`src/core/lpm_pkg.sv`:
```
// constants, types and state codes of the low-power mode sequencer
// assumes one 250 MHz core clock; oscillator cycles are divider ticks
// What this block does
// RULE1 - after idle entry, clock output goes low between 32 and 45 cycles
// RULE2 - system clock keeps running 32 cycles, or 64 when halving bit set
// RULE3 - standby gates peripheral clocks, keeps pll and watchdog running
// RULE4 - standby wake resumes within 100 or 1125 cycles after qualified wake
// RULE5 - latency ends at the resume strobe for the next instruction
// RULE6 - wake interrupt is raised at resume only when it is enabled
// RULE7 - halt stops peripherals and pll, oscillator too for crystal source
// RULE8 - falling edge on wake pin in halt starts the oscillator
// RULE9 - wake source holds wake pin low until oscillator is stable
// RULE10 - wait 131072 oscillator cycles after oscillator stable, always
// RULE11 - after lock, halt wake resumes within 1125 or 35 cycles
// RULE12 - halt wake ends by re-enabling core and peripheral clocks
// RULE13 - wake pin pulse lasts oscillator start-up plus 2 oscillator cycles
// RULE14 - reset pin wake pulse lasts start-up plus 8 oscillator cycles
// RULE15 - 6-bit qualify count demands wake width of two plus count
// RULE16 - wake events during entry flush are ignored until entry completes
package lpm_pkg;
    // counter widths
    localparam int unsigned CNT_W = 18;
    localparam int unsigned QUAL_W = 6;
    // entry flush lengths in system clock cycles
    localparam logic [CNT_W-1:0] FLUSH_CYC_NORM = 18'h00020;
    localparam logic [CNT_W-1:0] FLUSH_CYC_HALVED = 18'h00040;
    // clock output must be low inside this window after idle entry
    localparam int unsigned XCLK_LOW_MIN = 32;
    localparam int unsigned XCLK_LOW_MAX = 45;
    localparam logic [CNT_W-1:0] XCLK_OFF_AT = CNT_W'(XCLK_LOW_MIN - 2);
    // worst-case resume latencies in system clock cycles
    localparam logic [CNT_W-1:0] STBY_FAST_MAX = 18'h00064;
    localparam logic [CNT_W-1:0] FLASH_SLEEP_MAX = 18'h00465;
    localparam logic [CNT_W-1:0] HALT_RAM_MAX = 18'h00023;
    // resume delays actually used, each well inside its maximum
    localparam logic [CNT_W-1:0] STBY_FAST_CYC = 18'h00040;
    localparam logic [CNT_W-1:0] FLASH_SLEEP_CYC = 18'h00400;
    localparam logic [CNT_W-1:0] HALT_RAM_CYC = 18'h00018;
    // oscillator clock as an enable: core cycles per oscillator cycle
    localparam logic [3:0] OSC_DIV = 4'h4;
    // pll lock wait in oscillator cycles
    localparam int unsigned PLL_LOCK_OSC_DEF = 131072;
    // wake width demands in oscillator cycles
    localparam logic [QUAL_W:0] QUAL_BASE = 7'h02;
    localparam logic [QUAL_W:0] QUAL_NONE = 7'h03;
    // synchroniser lanes and their idle levels
    localparam int unsigned SY_WAKE = 0;
    localparam int unsigned SY_GPIO = 1;
    localparam int unsigned SY_RSTP = 2;
    localparam int unsigned SY_OSC = 3;
    localparam logic [3:0] SYNC_RST = 4'h6;
    // sequencer states, one-hot
    typedef enum logic [6:0] {
        ST_RUN = 7'h01,
        ST_FLUSH = 7'h02,
        ST_STANDBY = 7'h04,
        ST_HALT = 7'h08,
        ST_OSC = 7'h10,
        ST_LOCK = 7'h20,
        ST_RESUME = 7'h40
    } lpm_state_t;
endpackage

```
`src/core/lpm_qual_if.sv`:
```
// bundle between the sequencer and its standby wake qualifier
// assumes both ends run on the same core clock
`timescale 1ns/1ps
interface lpm_qual_if;
    logic osc_tick;
    logic arm;
    logic qual_en;
    logic [lpm_pkg::QUAL_W-1:0] qual_count;
    logic wake_lvl;
    logic wake_ok;
    modport seq (
        output osc_tick,
        output arm,
        output qual_en,
        output qual_count,
        output wake_lvl,
        input wake_ok
    );
    modport qual (
        input osc_tick,
        input arm,
        input qual_en,
        input qual_count,
        input wake_lvl,
        output wake_ok
    );
endinterface

```
`src/core/low_power_mode_sequencer.sv`:
```
// low-power mode sequencer: standby and halt entry, flush, clock gating,
// oscillator restart, pll lock wait and timed resume.
// assumes wake pins and oscillator status are asynchronous inputs.
`timescale 1ns/1ps
module low_power_mode_sequencer #(
    parameter int unsigned PLL_LOCK_OSC_CYC = lpm_pkg::PLL_LOCK_OSC_DEF
) (
    // clock and reset
    input wire logic core_clk_i,
    input wire logic rst_n_i,
    // entry request from the cpu
    input wire logic idle_req_i,
    input wire logic mode_halt_i,
    input wire logic input_clock_halve_bit_i,
    input wire logic crystal_source_i,
    // asynchronous wake sources and oscillator status
    input wire logic wake_i,
    input wire logic selected_wake_pin_i,
    input wire logic external_reset_pin_n_i,
    input wire logic osc_stable_i,
    // wake configuration
    input wire logic qualify_en_i,
    input wire logic [lpm_pkg::QUAL_W-1:0] standby_wake_qualify_count_i,
    input wire logic run_from_ram_i,
    input wire logic flash_sleep_i,
    input wire logic wake_int_en_i,
    // clock controls
    output logic external_clock_output_o,
    output logic sys_clk_en_o,
    output logic periph_clk_en_o,
    output logic pll_en_o,
    output logic watchdog_clk_en_o,
    output logic osc_en_o,
    // resume signalling
    output logic cpu_resume_o,
    output logic wake_irq_o,
    output logic in_low_power_o
);
    localparam int A_XLO = lpm_pkg::XCLK_LOW_MIN - 7;
    localparam int A_XHI = lpm_pkg::XCLK_LOW_MAX - 7;
    localparam logic [lpm_pkg::CNT_W-1:0] LOCK_LAST =
        lpm_pkg::CNT_W'(PLL_LOCK_OSC_CYC - 1);

    lpm_pkg::lpm_state_t st_q, st_d;
    logic [lpm_pkg::CNT_W-1:0] cnt_q, cnt_d;
    logic [lpm_pkg::CNT_W-1:0] tgt_q, tgt_d;
    logic halt_q, halt_d;
    logic halve_q, halve_d;
    logic xtal_q, xtal_d;
    logic xoff_q, xoff_d;
    logic xclk_q, xclk_d;
    logic sys_q, sys_d;
    logic per_q, per_d;
    logic pll_q, pll_d;
    logic wdog_q, wdog_d;
    logic osc_q, osc_d;
    logic res_q, res_d;
    logic irq_q, irq_d;
    logic lp_q, lp_d;
    logic [3:0] s1_q, s2_q;
    logic gpio_prev_q;
    logic [3:0] div_q, div_d;
    logic tick_q, tick_d;
    logic gpio_fall;
    logic rst_low;
    logic [lpm_pkg::CNT_W-1:0] flush_last;
    logic [lpm_pkg::CNT_W-1:0] age_q;

    lpm_qual_if qif ();

    // resume delay for the wake path and memory in use
    function automatic logic [lpm_pkg::CNT_W-1:0] resume_cycles(
        input logic halt, input logic ram, input logic fsleep);
        if (!ram && fsleep) begin
            return lpm_pkg::FLASH_SLEEP_CYC;
        end else if (halt) begin
            return lpm_pkg::HALT_RAM_CYC;
        end
        return lpm_pkg::STBY_FAST_CYC;
    endfunction

    // worst-case latency allowed for the same choice
    function automatic logic [lpm_pkg::CNT_W-1:0] latency_max(
        input logic halt, input logic ram, input logic fsleep);
        if (!ram && fsleep) begin
            return lpm_pkg::FLASH_SLEEP_MAX;
        end else if (halt) begin
            return lpm_pkg::HALT_RAM_MAX;
        end
        return lpm_pkg::STBY_FAST_MAX;
    endfunction

    // two-flop synchronisers; the wake pin edge is taken from stage two
    // and a third flop so the metastable stage feeds nothing else
    always_ff @(posedge core_clk_i) begin
        if (!rst_n_i) begin
            s1_q <= lpm_pkg::SYNC_RST;
            s2_q <= lpm_pkg::SYNC_RST;
            gpio_prev_q <= 1'b1;
        end else begin
            s1_q <= {osc_stable_i, external_reset_pin_n_i,
                     selected_wake_pin_i, wake_i};
            s2_q <= s1_q;
            gpio_prev_q <= s2_q[lpm_pkg::SY_GPIO];
        end
    end

    assign gpio_fall = gpio_prev_q && !s2_q[lpm_pkg::SY_GPIO];
    assign rst_low = !s2_q[lpm_pkg::SY_RSTP];

    // oscillator cycle enable from a divider of the core clock
    always_comb begin
        tick_d = (div_q == 4'h0);
        div_d = (div_q == lpm_pkg::OSC_DIV - 4'h1) ? 4'h0 : div_q + 4'h1;
    end

    // divider registers
    always_ff @(posedge core_clk_i) begin
        if (!rst_n_i) begin
            div_q <= 4'h0;
            tick_q <= 1'b0;
        end else begin
            div_q <= div_d;
            tick_q <= tick_d;
        end
    end

    // qualifier hookup; armed only in standby so flush ignores wakes
    assign qif.osc_tick = tick_q;
    assign qif.arm = (st_q == lpm_pkg::ST_STANDBY);
    assign qif.qual_en = qualify_en_i;
    assign qif.qual_count = standby_wake_qualify_count_i;
    assign qif.wake_lvl = s2_q[lpm_pkg::SY_WAKE];

    lpm_wake_qual u_qual (
        .core_clk_i(core_clk_i),
        .rst_n_i(rst_n_i),
        .q(qif.qual)
    );

    // RULE2 flush length
    // halving the input clock doubles the time the pipe needs to drain
    assign flush_last = (halve_q ? lpm_pkg::FLUSH_CYC_HALVED
                                 : lpm_pkg::FLUSH_CYC_NORM) - 1'b1;

    // sequencer next state and next clock controls
    always_comb begin
        st_d = st_q;
        cnt_d = cnt_q;
        tgt_d = tgt_q;
        halt_d = halt_q;
        halve_d = halve_q;
        xtal_d = xtal_q;
        xoff_d = xoff_q;
        sys_d = sys_q;
        per_d = per_q;
        pll_d = pll_q;
        wdog_d = wdog_q;
        osc_d = osc_q;
        res_d = 1'b0;
        irq_d = 1'b0;
        lp_d = lp_q;
        case (st_q)
            lpm_pkg::ST_RUN: begin
                if (idle_req_i) begin
                    st_d = lpm_pkg::ST_FLUSH;
                    cnt_d = '0;
                    halt_d = mode_halt_i;
                    halve_d = input_clock_halve_bit_i;
                    xtal_d = crystal_source_i;
                    lp_d = 1'b1;
                end
            end
            lpm_pkg::ST_FLUSH: begin
                // RULE16 flush ignores wakes
                // no wake source is looked at until entry is complete
                cnt_d = cnt_q + 1'b1;
                // RULE1 clock output low
                if (cnt_q == lpm_pkg::XCLK_OFF_AT) begin
                    xoff_d = 1'b1;
                end
                if (cnt_q == flush_last) begin
                    sys_d = 1'b0;
                    per_d = 1'b0;
                    cnt_d = '0;
                    if (halt_q) begin
                        // RULE7 halt shutdown
                        st_d = lpm_pkg::ST_HALT;
                        pll_d = 1'b0;
                        wdog_d = 1'b0;
                        osc_d = !xtal_q;
                    end else begin
                        // RULE3 standby keeps pll
                        st_d = lpm_pkg::ST_STANDBY;
                    end
                end
            end
            lpm_pkg::ST_STANDBY: begin
                // RULE4 standby resume delay
                if (qif.wake_ok) begin
                    st_d = lpm_pkg::ST_RESUME;
                    cnt_d = '0;
                    tgt_d = resume_cycles(1'b0, run_from_ram_i,
                                          flash_sleep_i) - 1'b1;
                    sys_d = 1'b1;
                    per_d = 1'b1;
                    xoff_d = 1'b0;
                end
            end
            lpm_pkg::ST_HALT: begin
                // RULE8 wake pin starts oscillator
                if (gpio_fall || rst_low) begin
                    st_d = lpm_pkg::ST_OSC;
                    osc_d = 1'b1;
                end
            end
            lpm_pkg::ST_OSC: begin
                // RULE9 pin held until stable
                // only the oscillator status moves us on, not the pin
                if (s2_q[lpm_pkg::SY_OSC]) begin
                    st_d = lpm_pkg::ST_LOCK;
                    cnt_d = '0;
                    pll_d = 1'b1;
                end
            end
            lpm_pkg::ST_LOCK: begin
                // RULE10 lock wait always
                if (tick_q) begin
                    cnt_d = cnt_q + 1'b1;
                    if (cnt_q == LOCK_LAST) begin
                        // RULE12 clocks back on
                        st_d = lpm_pkg::ST_RESUME;
                        cnt_d = '0;
                        // RULE11 halt resume delay
                        tgt_d = resume_cycles(1'b1, run_from_ram_i,
                                              flash_sleep_i) - 1'b1;
                        sys_d = 1'b1;
                        per_d = 1'b1;
                        wdog_d = 1'b1;
                        xoff_d = 1'b0;
                    end
                end
            end
            lpm_pkg::ST_RESUME: begin
                cnt_d = cnt_q + 1'b1;
                if (cnt_q == tgt_q) begin
                    // RULE5 resume strobe
                    st_d = lpm_pkg::ST_RUN;
                    res_d = 1'b1;
                    lp_d = 1'b0;
                    // RULE6 gated wake interrupt
                    irq_d = wake_int_en_i;
                end
            end
            default: begin
                st_d = lpm_pkg::ST_RUN;
                cnt_d = '0;
                sys_d = 1'b1;
                per_d = 1'b1;
                pll_d = 1'b1;
                wdog_d = 1'b1;
                osc_d = 1'b1;
                xoff_d = 1'b0;
                lp_d = 1'b0;
            end
        endcase
        // clock output runs at half the core rate while not gated
        xclk_d = xoff_d ? 1'b0 : !xclk_q;
    end

    // sequencer registers; everything runs after reset
    always_ff @(posedge core_clk_i) begin
        if (!rst_n_i) begin
            st_q <= lpm_pkg::ST_RUN;
            cnt_q <= '0;
            tgt_q <= '0;
            halt_q <= 1'b0;
            halve_q <= 1'b0;
            xtal_q <= 1'b0;
            xoff_q <= 1'b0;
            xclk_q <= 1'b0;
            sys_q <= 1'b1;
            per_q <= 1'b1;
            pll_q <= 1'b1;
            wdog_q <= 1'b1;
            osc_q <= 1'b1;
            res_q <= 1'b0;
            irq_q <= 1'b0;
            lp_q <= 1'b0;
        end else begin
            st_q <= st_d;
            cnt_q <= cnt_d;
            tgt_q <= tgt_d;
            halt_q <= halt_d;
            halve_q <= halve_d;
            xtal_q <= xtal_d;
            xoff_q <= xoff_d;
            xclk_q <= xclk_d;
            sys_q <= sys_d;
            per_q <= per_d;
            pll_q <= pll_d;
            wdog_q <= wdog_d;
            osc_q <= osc_d;
            res_q <= res_d;
            irq_q <= irq_d;
            lp_q <= lp_d;
        end
    end

    assign external_clock_output_o = xclk_q;
    assign sys_clk_en_o = sys_q;
    assign periph_clk_en_o = per_q;
    assign pll_en_o = pll_q;
    assign watchdog_clk_en_o = wdog_q;
    assign osc_en_o = osc_q;
    assign cpu_resume_o = res_q;
    assign wake_irq_o = irq_q;
    assign in_low_power_o = lp_q;

    // cycles spent in resume, read only by the latency check
    always_ff @(posedge core_clk_i) begin
        if (!rst_n_i || st_q != lpm_pkg::ST_RESUME) begin
            age_q <= '0;
        end else begin
            age_q <= age_q + 1'b1;
        end
    end

    a_xclk_low_window: assert property (@(posedge core_clk_i) // RULE1
        disable iff (!rst_n_i)
        (st_q == lpm_pkg::ST_RUN && idle_req_i) |->
        !xoff_q [*8] ##[A_XLO:A_XHI] (xoff_q && !xclk_q))
        else $error("clock output not low in its window");

    a_flush_norm_len: assert property (@(posedge core_clk_i) // RULE2
        disable iff (!rst_n_i)
        (st_q == lpm_pkg::ST_RUN && idle_req_i && !input_clock_halve_bit_i)
        |-> ##32 (sys_q ##1 !sys_q))
        else $error("short flush did not stop clock on time");

    a_flush_halved_len: assert property (@(posedge core_clk_i) // RULE2
        disable iff (!rst_n_i)
        (st_q == lpm_pkg::ST_RUN && idle_req_i && input_clock_halve_bit_i)
        |-> ##64 (sys_q ##1 !sys_q))
        else $error("halved flush did not stop clock on time");

    a_standby_gating: assert property (@(posedge core_clk_i) // RULE3
        disable iff (!rst_n_i)
        (st_q == lpm_pkg::ST_STANDBY) |->
        (pll_q && wdog_q && !per_q && !sys_q))
        else $error("standby gating wrong");

    a_halt_shutdown: assert property (@(posedge core_clk_i) // RULE7
        disable iff (!rst_n_i)
        (st_q == lpm_pkg::ST_HALT) |->
        (!pll_q && !per_q && !sys_q && osc_q == !xtal_q))
        else $error("halt shutdown wrong");

    a_flush_no_wake: assert property (@(posedge core_clk_i) // RULE16
        disable iff (!rst_n_i)
        (st_q == lpm_pkg::ST_FLUSH) |=> (st_q inside {lpm_pkg::ST_FLUSH,
        lpm_pkg::ST_STANDBY, lpm_pkg::ST_HALT}))
        else $error("flush left early");

    a_gpio_osc_start: assert property (@(posedge core_clk_i) // RULE8
        disable iff (!rst_n_i)
        (st_q == lpm_pkg::ST_HALT && gpio_fall) |=>
        (osc_q && st_q == lpm_pkg::ST_OSC))
        else $error("wake pin edge did not start oscillator");

    a_lock_hold: assert property (@(posedge core_clk_i) // RULE10
        disable iff (!rst_n_i)
        (st_q == lpm_pkg::ST_LOCK && !(tick_q && cnt_q == LOCK_LAST))
        |=> (st_q == lpm_pkg::ST_LOCK && !sys_q))
        else $error("lock wait cut short");

    a_halt_clocks_back: assert property (@(posedge core_clk_i) // RULE12
        disable iff (!rst_n_i)
        ($past(st_q) == lpm_pkg::ST_LOCK && st_q == lpm_pkg::ST_RESUME)
        |-> (sys_q && per_q && wdog_q && !xoff_q))
        else $error("clocks not re-enabled at halt exit");

    a_resume_latency: assert property (@(posedge core_clk_i) // RULE4 RULE11
        disable iff (!rst_n_i)
        (st_q == lpm_pkg::ST_RESUME) |->
        (age_q < latency_max(halt_q, run_from_ram_i, flash_sleep_i)))
        else $error("resume latency exceeded");

    a_resume_irq_gate: assert property (@(posedge core_clk_i) // RULE6
        disable iff (!rst_n_i)
        $rose(res_q) |-> (irq_q == $past(wake_int_en_i) && !lp_q))
        else $error("wake interrupt not gated by enable");
endmodule

```
`src/core/lpm_wake_qual.sv`:
```
// standby wake qualifier: wake level must hold for a number of
// oscillator cycles before it counts; assumes a synchronised level
`timescale 1ns/1ps
module lpm_wake_qual (
    // clock and reset
    input wire logic core_clk_i,
    input wire logic rst_n_i,
    // sequencer side
    lpm_qual_if.qual q
);
    logic [lpm_pkg::QUAL_W:0] run_q, run_d;
    logic ok_q, ok_d;
    logic [lpm_pkg::QUAL_W:0] need;

    // RULE15 width demand
    // demand is two plus the count, or three ticks with no qualification
    always_comb begin
        need = q.qual_en ? (lpm_pkg::QUAL_BASE +
                            (lpm_pkg::QUAL_W+1)'(q.qual_count))
                         : lpm_pkg::QUAL_NONE;
        run_d = run_q;
        ok_d = ok_q;
        if (!q.arm || !q.wake_lvl) begin
            run_d = '0;
            ok_d = 1'b0;
        end else if (q.osc_tick && !ok_q) begin
            run_d = run_q + 1'b1;
            ok_d = (run_d >= need);
        end
    end

    // registers; a glitch shorter than the demand restarts the run
    always_ff @(posedge core_clk_i) begin
        if (!rst_n_i) begin
            run_q <= '0;
            ok_q <= 1'b0;
        end else begin
            run_q <= run_d;
            ok_q <= ok_d;
        end
    end

    assign q.wake_ok = ok_q;

    // qualified wake only stands while armed and held
    a_qual_held: assert property (@(posedge core_clk_i) // RULE15
        disable iff (!rst_n_i)
        ok_q |-> $past(q.wake_lvl) && $past(q.arm) && run_q >= need)
        else $error("wake qualified without enough held level");
endmodule

```
`config.mk`:
```
export PLATFORM = sky130hd
export DESIGN_NAME = low_power_mode_sequencer
export DESIGN_NICKNAME = d
export VERILOG_FILES = /design/src/core/lpm_pkg.sv /design/src/core/lpm_qual_if.sv /design/src/core/low_power_mode_sequencer.sv /design/src/core/lpm_wake_qual.sv
export SDC_FILE = /design/constraint.sdc
export NUM_CORES = 1
export LEC_CHECK = 0
export BUFFER_PORTS_ARGS = -buffer_cell sky130_fd_sc_hd__buf_2
export CORE_ASPECT_RATIO = 0.8
export CORE_MARGIN = 4
export CORE_UTILIZATION = 55
export CTS_BUF_LIST = sky130_fd_sc_hd__clkbuf_8
export CTS_CLUSTER_DIAMETER = 60
export CTS_CLUSTER_SIZE = 28
export DETAILED_ROUTE_END_ITERATION = 16
export PLACE_DENSITY = 0.74
export SLEW_MARGIN = 0
export SYNTH_ARGS = -nofsm -noshare
export SYNTH_HDL_FRONTEND = slang
export SYNTH_HIERARCHICAL = 1
export SYNTH_SLANG_ARGS = --single-unit
```
`constraint.sdc`:
```
create_clock -name core_clk_i -period 3.2 [get_ports core_clk_i]
set_input_delay 0.96 -clock core_clk_i [delete_from_list [all_inputs] [get_ports core_clk_i]]
set_output_delay 0.96 -clock core_clk_i [all_outputs]
set_load 0.02 [all_outputs]
```
# Word level (Yosys, flattened, before mapping)
# Cells that the tools add are included.
dict set report totals {
  in_bits 20
  ff_bits 77
  out_inout_bits 9
  elab_cells 151
}
dict set report op_classes {
  n_reduce_logical 34
  addsub 7
  order_cmp 1
  bitwise_logic 7
  n_eq_ne 21
  muxes 59
}
# op count
set ops {}
lappend ops {{two-way mux 18 bit} 17}
lappend ops {{case mux 18 bit (7 select lines)} 1}
lappend ops {{two-way mux 7 bit} 10}
lappend ops {{case mux 7 bit (7 select lines)} 1}
lappend ops {{equality test 18 bit} 2}
lappend ops {{case mux 18 bit (2 select lines)} 1}
lappend ops {{subtractor 18 x 1 -> 18 bit, second input constant} 2}
lappend ops {{two-way mux 1 bit} 21}
lappend ops {{OR reduction 5 bit} 4}
lappend ops {{adder 18 x 1 -> 18 bit, second input constant} 1}
lappend ops {{equality test 18 x 17 -> 1 bit, second input constant} 1}
lappend ops {{equality test 18 x 5 -> 1 bit, second input constant} 1}
lappend ops {{inequality test 2 bit, second input constant} 9}
lappend ops {{AND reduction 5 bit} 3}
lappend ops {{case mux 1 bit (3 select lines)} 4}
lappend ops {{AND reduction 4 bit} 3}
lappend ops {{two-way mux 11 bit} 1}
lappend ops {{logical NOT 1 bit} 8}
lappend ops {{case mux 1 bit (4 select lines)} 2}
lappend ops {{AND reduction 8 bit} 1}
lappend ops {{subtractor 7 x 1 -> 8 bit, second input constant} 1}
lappend ops {{adder 2 x 6 -> 7 bit, first input constant} 1}
lappend ops {{adder 7 x 1 -> 7 bit, second input constant} 1}
lappend ops {{equality test 7 x 1 -> 1 bit, second input constant} 1}
lappend ops {{19 further kinds} 32}

# Logic depth before layout (Yosys ltp)
dict set report logic_depth {
  ltp_word 12
  depth_mapped 9
  ltp_nobuf 9
}

# Hierarchy
# Netlist, hierarchy kept.
# module n_inst cells_each seq_area_each_um2 area_each_um2
set by_module_without_submodules {}
lappend by_module_without_submodules {low_power_mode_sequencer 1 315 1141.1 2746.4}
lappend by_module_without_submodules {lpm_wake_qual 1 75 160.2 611.8}

# Least setup slack after synthesis
# OpenSTA, ideal clock, no wires.
dict set report synth_path {
  path_type {input-to-reg}
  start {in idle_req_i}
  end {reg cnt_q[10] (netlist name)}
  slack_ns 0.411
  required_time_ns 3.136
  setup_time_ns 0.064
  path_stages 7
  arrival_time_ns 2.725
  path_buffers 1
  path_cell_list {or3b_2 > a211oi_1 > nor3_1 > nand2_1 > o31ai_4 > buf_2 > nor2_1}
}
dict set report synth_via {
  elab_chain_cells 2
}
# element line_no
set synth_rtl {}
lappend synth_rtl {{start, declared} low_power_mode_sequencer.sv:12} ;# input wire logic idle_req_i,
lappend synth_rtl {{inequality test 2 bit (no source line)} n/a}
lappend synth_rtl {{AND reduction 5 bit (no source line)} n/a}
lappend synth_rtl {{end signal, assigned} low_power_mode_sequencer.sv:292} ;# cnt_q <= cnt_d;
lappend synth_rtl {{end, declared} low_power_mode_sequencer.sv:45} ;# logic [lpm_pkg::CNT_W-1:0] cnt_q, cnt_d;
# Every way passes these cells.
# A chain may end at the register's enable or synchronous reset.

# Worst setup path in the final report
dict set report layout_path {
  start {reg cnt_q[11] (netlist name)}
  end {reg tgt_q[5] (netlist name)}
}
dict set report layout_via {
  elab_chain_cells 3
}
# element line_no
set layout_rtl {}
lappend layout_rtl {{equality test 18 x 17 -> 1 bit} low_power_mode_sequencer.sv:230} ;# if (cnt_q == LOCK_LAST) begin
lappend layout_rtl {{inequality test 2 bit (no source line)} n/a}
lappend layout_rtl {{AND reduction 4 bit (no source line)} n/a}
lappend layout_rtl {{end signal, assigned} low_power_mode_sequencer.sv:293} ;# tgt_q <= tgt_d;
lappend layout_rtl {{end, declared} low_power_mode_sequencer.sv:46} ;# logic [lpm_pkg::CNT_W-1:0] tgt_q, tgt_d;
# Every way passes these cells.

==> key figures <==
Clock tree
  • Clk sinks: 65
  • CTS Buf Count: 9
  • Resized Gates After CTS: 0
  • Clock transition at path regs: roughly 0.070 ns
  • Clock tree buffer depth: 2
  • Root buffer cell: clkbuf_8
  • H-tree depth: 3
  • CTS tree: yes
  • Clock Latency Late Sink: 0.34 ns
  • Postcts setup bufs: 0
  • Hold buffer count at cts: 0

Die
  • Die extent in x: 95.37 microns
  • Die extent in y: 77.89 microns
  • Die area: approximately 0.0074 sq mm
  • Core Region: 0.005912 sq mm
  • Initial Utilization: 0.5680
  • # IOs: 29
  • Rows: 25

Routing
  • Number of remaining DRC errors: 0
  • Routed WL per cell: 14.09 microns
  • Detailed Route Iter0 Violations: 187
  • Routed WL: 7.129 mm
  • Detailed-route via count: ~2800
  • Post-route ant nets: 0
  • DR vias/cell: around 5.6
  • Initial DRT Pass Iterations: 4

Power
  • Power, Total: 1.951 mW
  • Clock network power share: 0.351
  • Leakage dissipation: around 1.5 nW
  • Design internal power: 1.396 mW
  • Peak VDD IR: 0.0003138 V
  • Flop pwr share: 0.456
  • Psw: 0.5549 mW
  • Sw frac: 0.2844
  • Combinational fraction of design power: 0.193
  • Pwr dens: roughly 520 mW/mm^2

Timing
  • Worst Slack Setup Final: 0.4934 ns
  • Final Hold Fails: 0
  • Final setup fails: 0
  • Final Max Slew Viols: 0
  • Final Cycle Share: 0.8458
  • Worst clock skew: 0.01092 ns
  • Fin crit period: 2.707 ns
  • Fmax: approximately 370 MHz
  • Hold slack: 0.4070 ns
  • Worst slew margin: 0.5628
  • Setup_tns: 0 ns
  • RSZ-0062 raised after global routing: no
  • Worst Max-Slew Pin Slew: between 0.6 and 0.7 ns

Critical path
  • R2R depth: 6
  • Critical-path top delay cell: or4_4
  • Peak fanout along the critical path: 7
  • Critical path's largest stage delay: 0.55 ns
  • Launch point of the worst reg-to-reg path: cnt_q[11]
  • CP endpoint kind: flip-flop
  • CP arrival: 2.93 ns
  • CP cell instances: or4_1 -> or4_4 -> o21ba_1 -> nor4_4 -> nand3_2 -> o221a_1
  • Total number of cells along the worst setup path: 6
  • Startpoint Class: flip-flop
  • Delay-heaviest family, CP: simple AND/OR/NAND/NOR gates
  • CP bufs+invs: 0
  • CP endpoint: tgt_q[5]
  • CP Data Required Time: 3.42 ns
  • CP startpoint: cnt_q[11]
  • R2R Path End: tgt_q[5]
  • Crit Path Class: flip-flop to flip-flop
  • Flop2flop setup slack: 0.49 ns

Placement
  • Routability Congestion: roughly 0.93
  • Port bufs: 28
  • Pre-CTS WS: a little under 0.5 ns
  • Cell Area, Placed: about 0.0036 sq mm
  • Dpl cells: just under 500
  • DP HPWL: 5.316 mm

Logic synthesis
  • Synth cell count leaders: dfxtp_1, nor2_1, nand2_1
  • Most common cell in the synthesized netlist: dfxtp_1
  • Post-synthesis sequential area ratio: 0.3875
  • Synth Register Bits: 65
  • Largest area contributor in the netlist: dfxtp_1
  • Mapped cell area: 0.003358 sq mm
  • Post-synth EDFFs: 0
  • Syn Nets: 423
  • Post-synth top area share: 0.3875
  • Syn Inst Count: a little under 400
  • Mean Syn Cell Area: 8.611 sq um
  • YS warnings: 6
  • Ys async rst share: 0
  • Primary FF master, synth: dfxtp_1
  • Distinct cells, synth: 49
  • Synth area leaders: dfxtp_1, xor2_1, nor2_1

Finish
  • Core Util, Final: 0.6381
  • Nets: 454
  • Final-layout fill cell count: 510
  • Share of layout cells above drive strength 1: 0.1435
  • Synthesis-to-finish area growth: 12.33%
  • # diodes: 0
  • Post-route insts no fill: ~510
  • Area of the multi-input gates: ~0.0019 sq mm
  • Sequential Area: 0.001301 sq mm
  • Final Cell Area: 0.003772 sq mm

Global route
  • Global-route wire length before repair: 12.66 mm
  • Largest net degree at the start of global routing: 22
  • Tot GR Track Use: 0.2152
  • Global route total overflow: 0
  • Vias in the first global route: 2733
  • Initial antenna violation count: 0

Job
  • MaxCap Viol Count: 0

Status
  • Status: finished clean

Hold path
  • Worst Hold Class: flip-flop to flip-flop
==> worst register-to-register path: cells and delay by family, from the launching register on <==
family / cells / cell delay [ns]
simple gates: 4 / 1.66
compound gates: 2 / 0.56
flops: 1 / 0.37
==> worst min path at each step <==
stage	startpoint	to	slack, ns	cells after the start
floorplan	s1_q[1]	s2_q[1]	0.39	1
global placement	s1_q[2]	s2_q[2]	0.39	1
detailed placement	s1_q[1]	s2_q[1]	0.39	1
CTS	s1_q[1]	s2_q[1]	0.41	1
global route	s1_q[1]	s2_q[1]	0.43	1
finish	s1_q[1]	s2_q[1]	0.41	1
==> layer usage <==
layer,track usage,part of all wire,vias up
li1,-,-,1432
met2,0.3361,0.46,60
met3,0.06783,0.049,11
met5,0,0,-
met1,0.2840,0.48,1330
met4,0.06052,0.013,0
==> state kept, by name, indices dropped and copies added, names as in the netlist, 4 cells and up <==
name	count
div_q	4
u_qual/run_q	7
tgt_q	6
st_q	7
s1_q	4
s2_q	4
cnt_q	18
==> cell families (layout without fill, tap and decap cells) <==
kind of cell,count (synthesis),count (layout),share of synthesized area
AO/OA/AOI/OAI,41,41,0.08681
XOR/XNOR,37,37,0.09650
adder cells (fa/ha/maj),13,13,0.04844
buffers and inverters,23,58,0.03242
flip-flops,65,65,0.3875
multiplexers,5,5,0.01490
AND/OR/NAND/NOR,206,206,0.3335
==> cell usage in the layout, fill, tap and decap left out, types with 13 or more instances in the layout <==
| cell type | instances |
|---|---|
| and3_1 | 13 |
| buf_2 | 28 |
| dfxtp_1 | 65 |
| ha_1 | 13 |
| nand2_1 | 36 |
| nand2b_1 | 17 |
| nand3_1 | 19 |
| nor2_1 | 47 |
| xnor2_1 | 15 |
| xor2_1 | 22 |
==> power by group through the flow <==
| stage | registers, mW | clock network (mW) | logic (mW) |
|---|---|---|---|
| detailed placement | 0.906 | 0 | 0.370 |
| global placement | 0.904 | 0 | 0.366 |
| global route | 0.895 | 0.741 | 0.420 |
| floorplan | 0.902 | 0 | 0.274 |
| CTS | 0.889 | 0.702 | 0.374 |
| finish | 0.890 | 0.684 | 0.377 |
==> cell type report <==
| class | count | share of cell area |
|---|---|---|
| multi-input cells | 302 | 0.5164 |
| flip-flops and latches | 65 | 0.3449 |
| repair buffers | 36 | 0.05307 |
| clock buffers | 11 | 0.04013 |
| well taps | 81 | 0.02687 |
| clock inverters | 4 | 0.01161 |
| inverters | 7 | 0.006965 |
(Power assumes the default switching activity.)
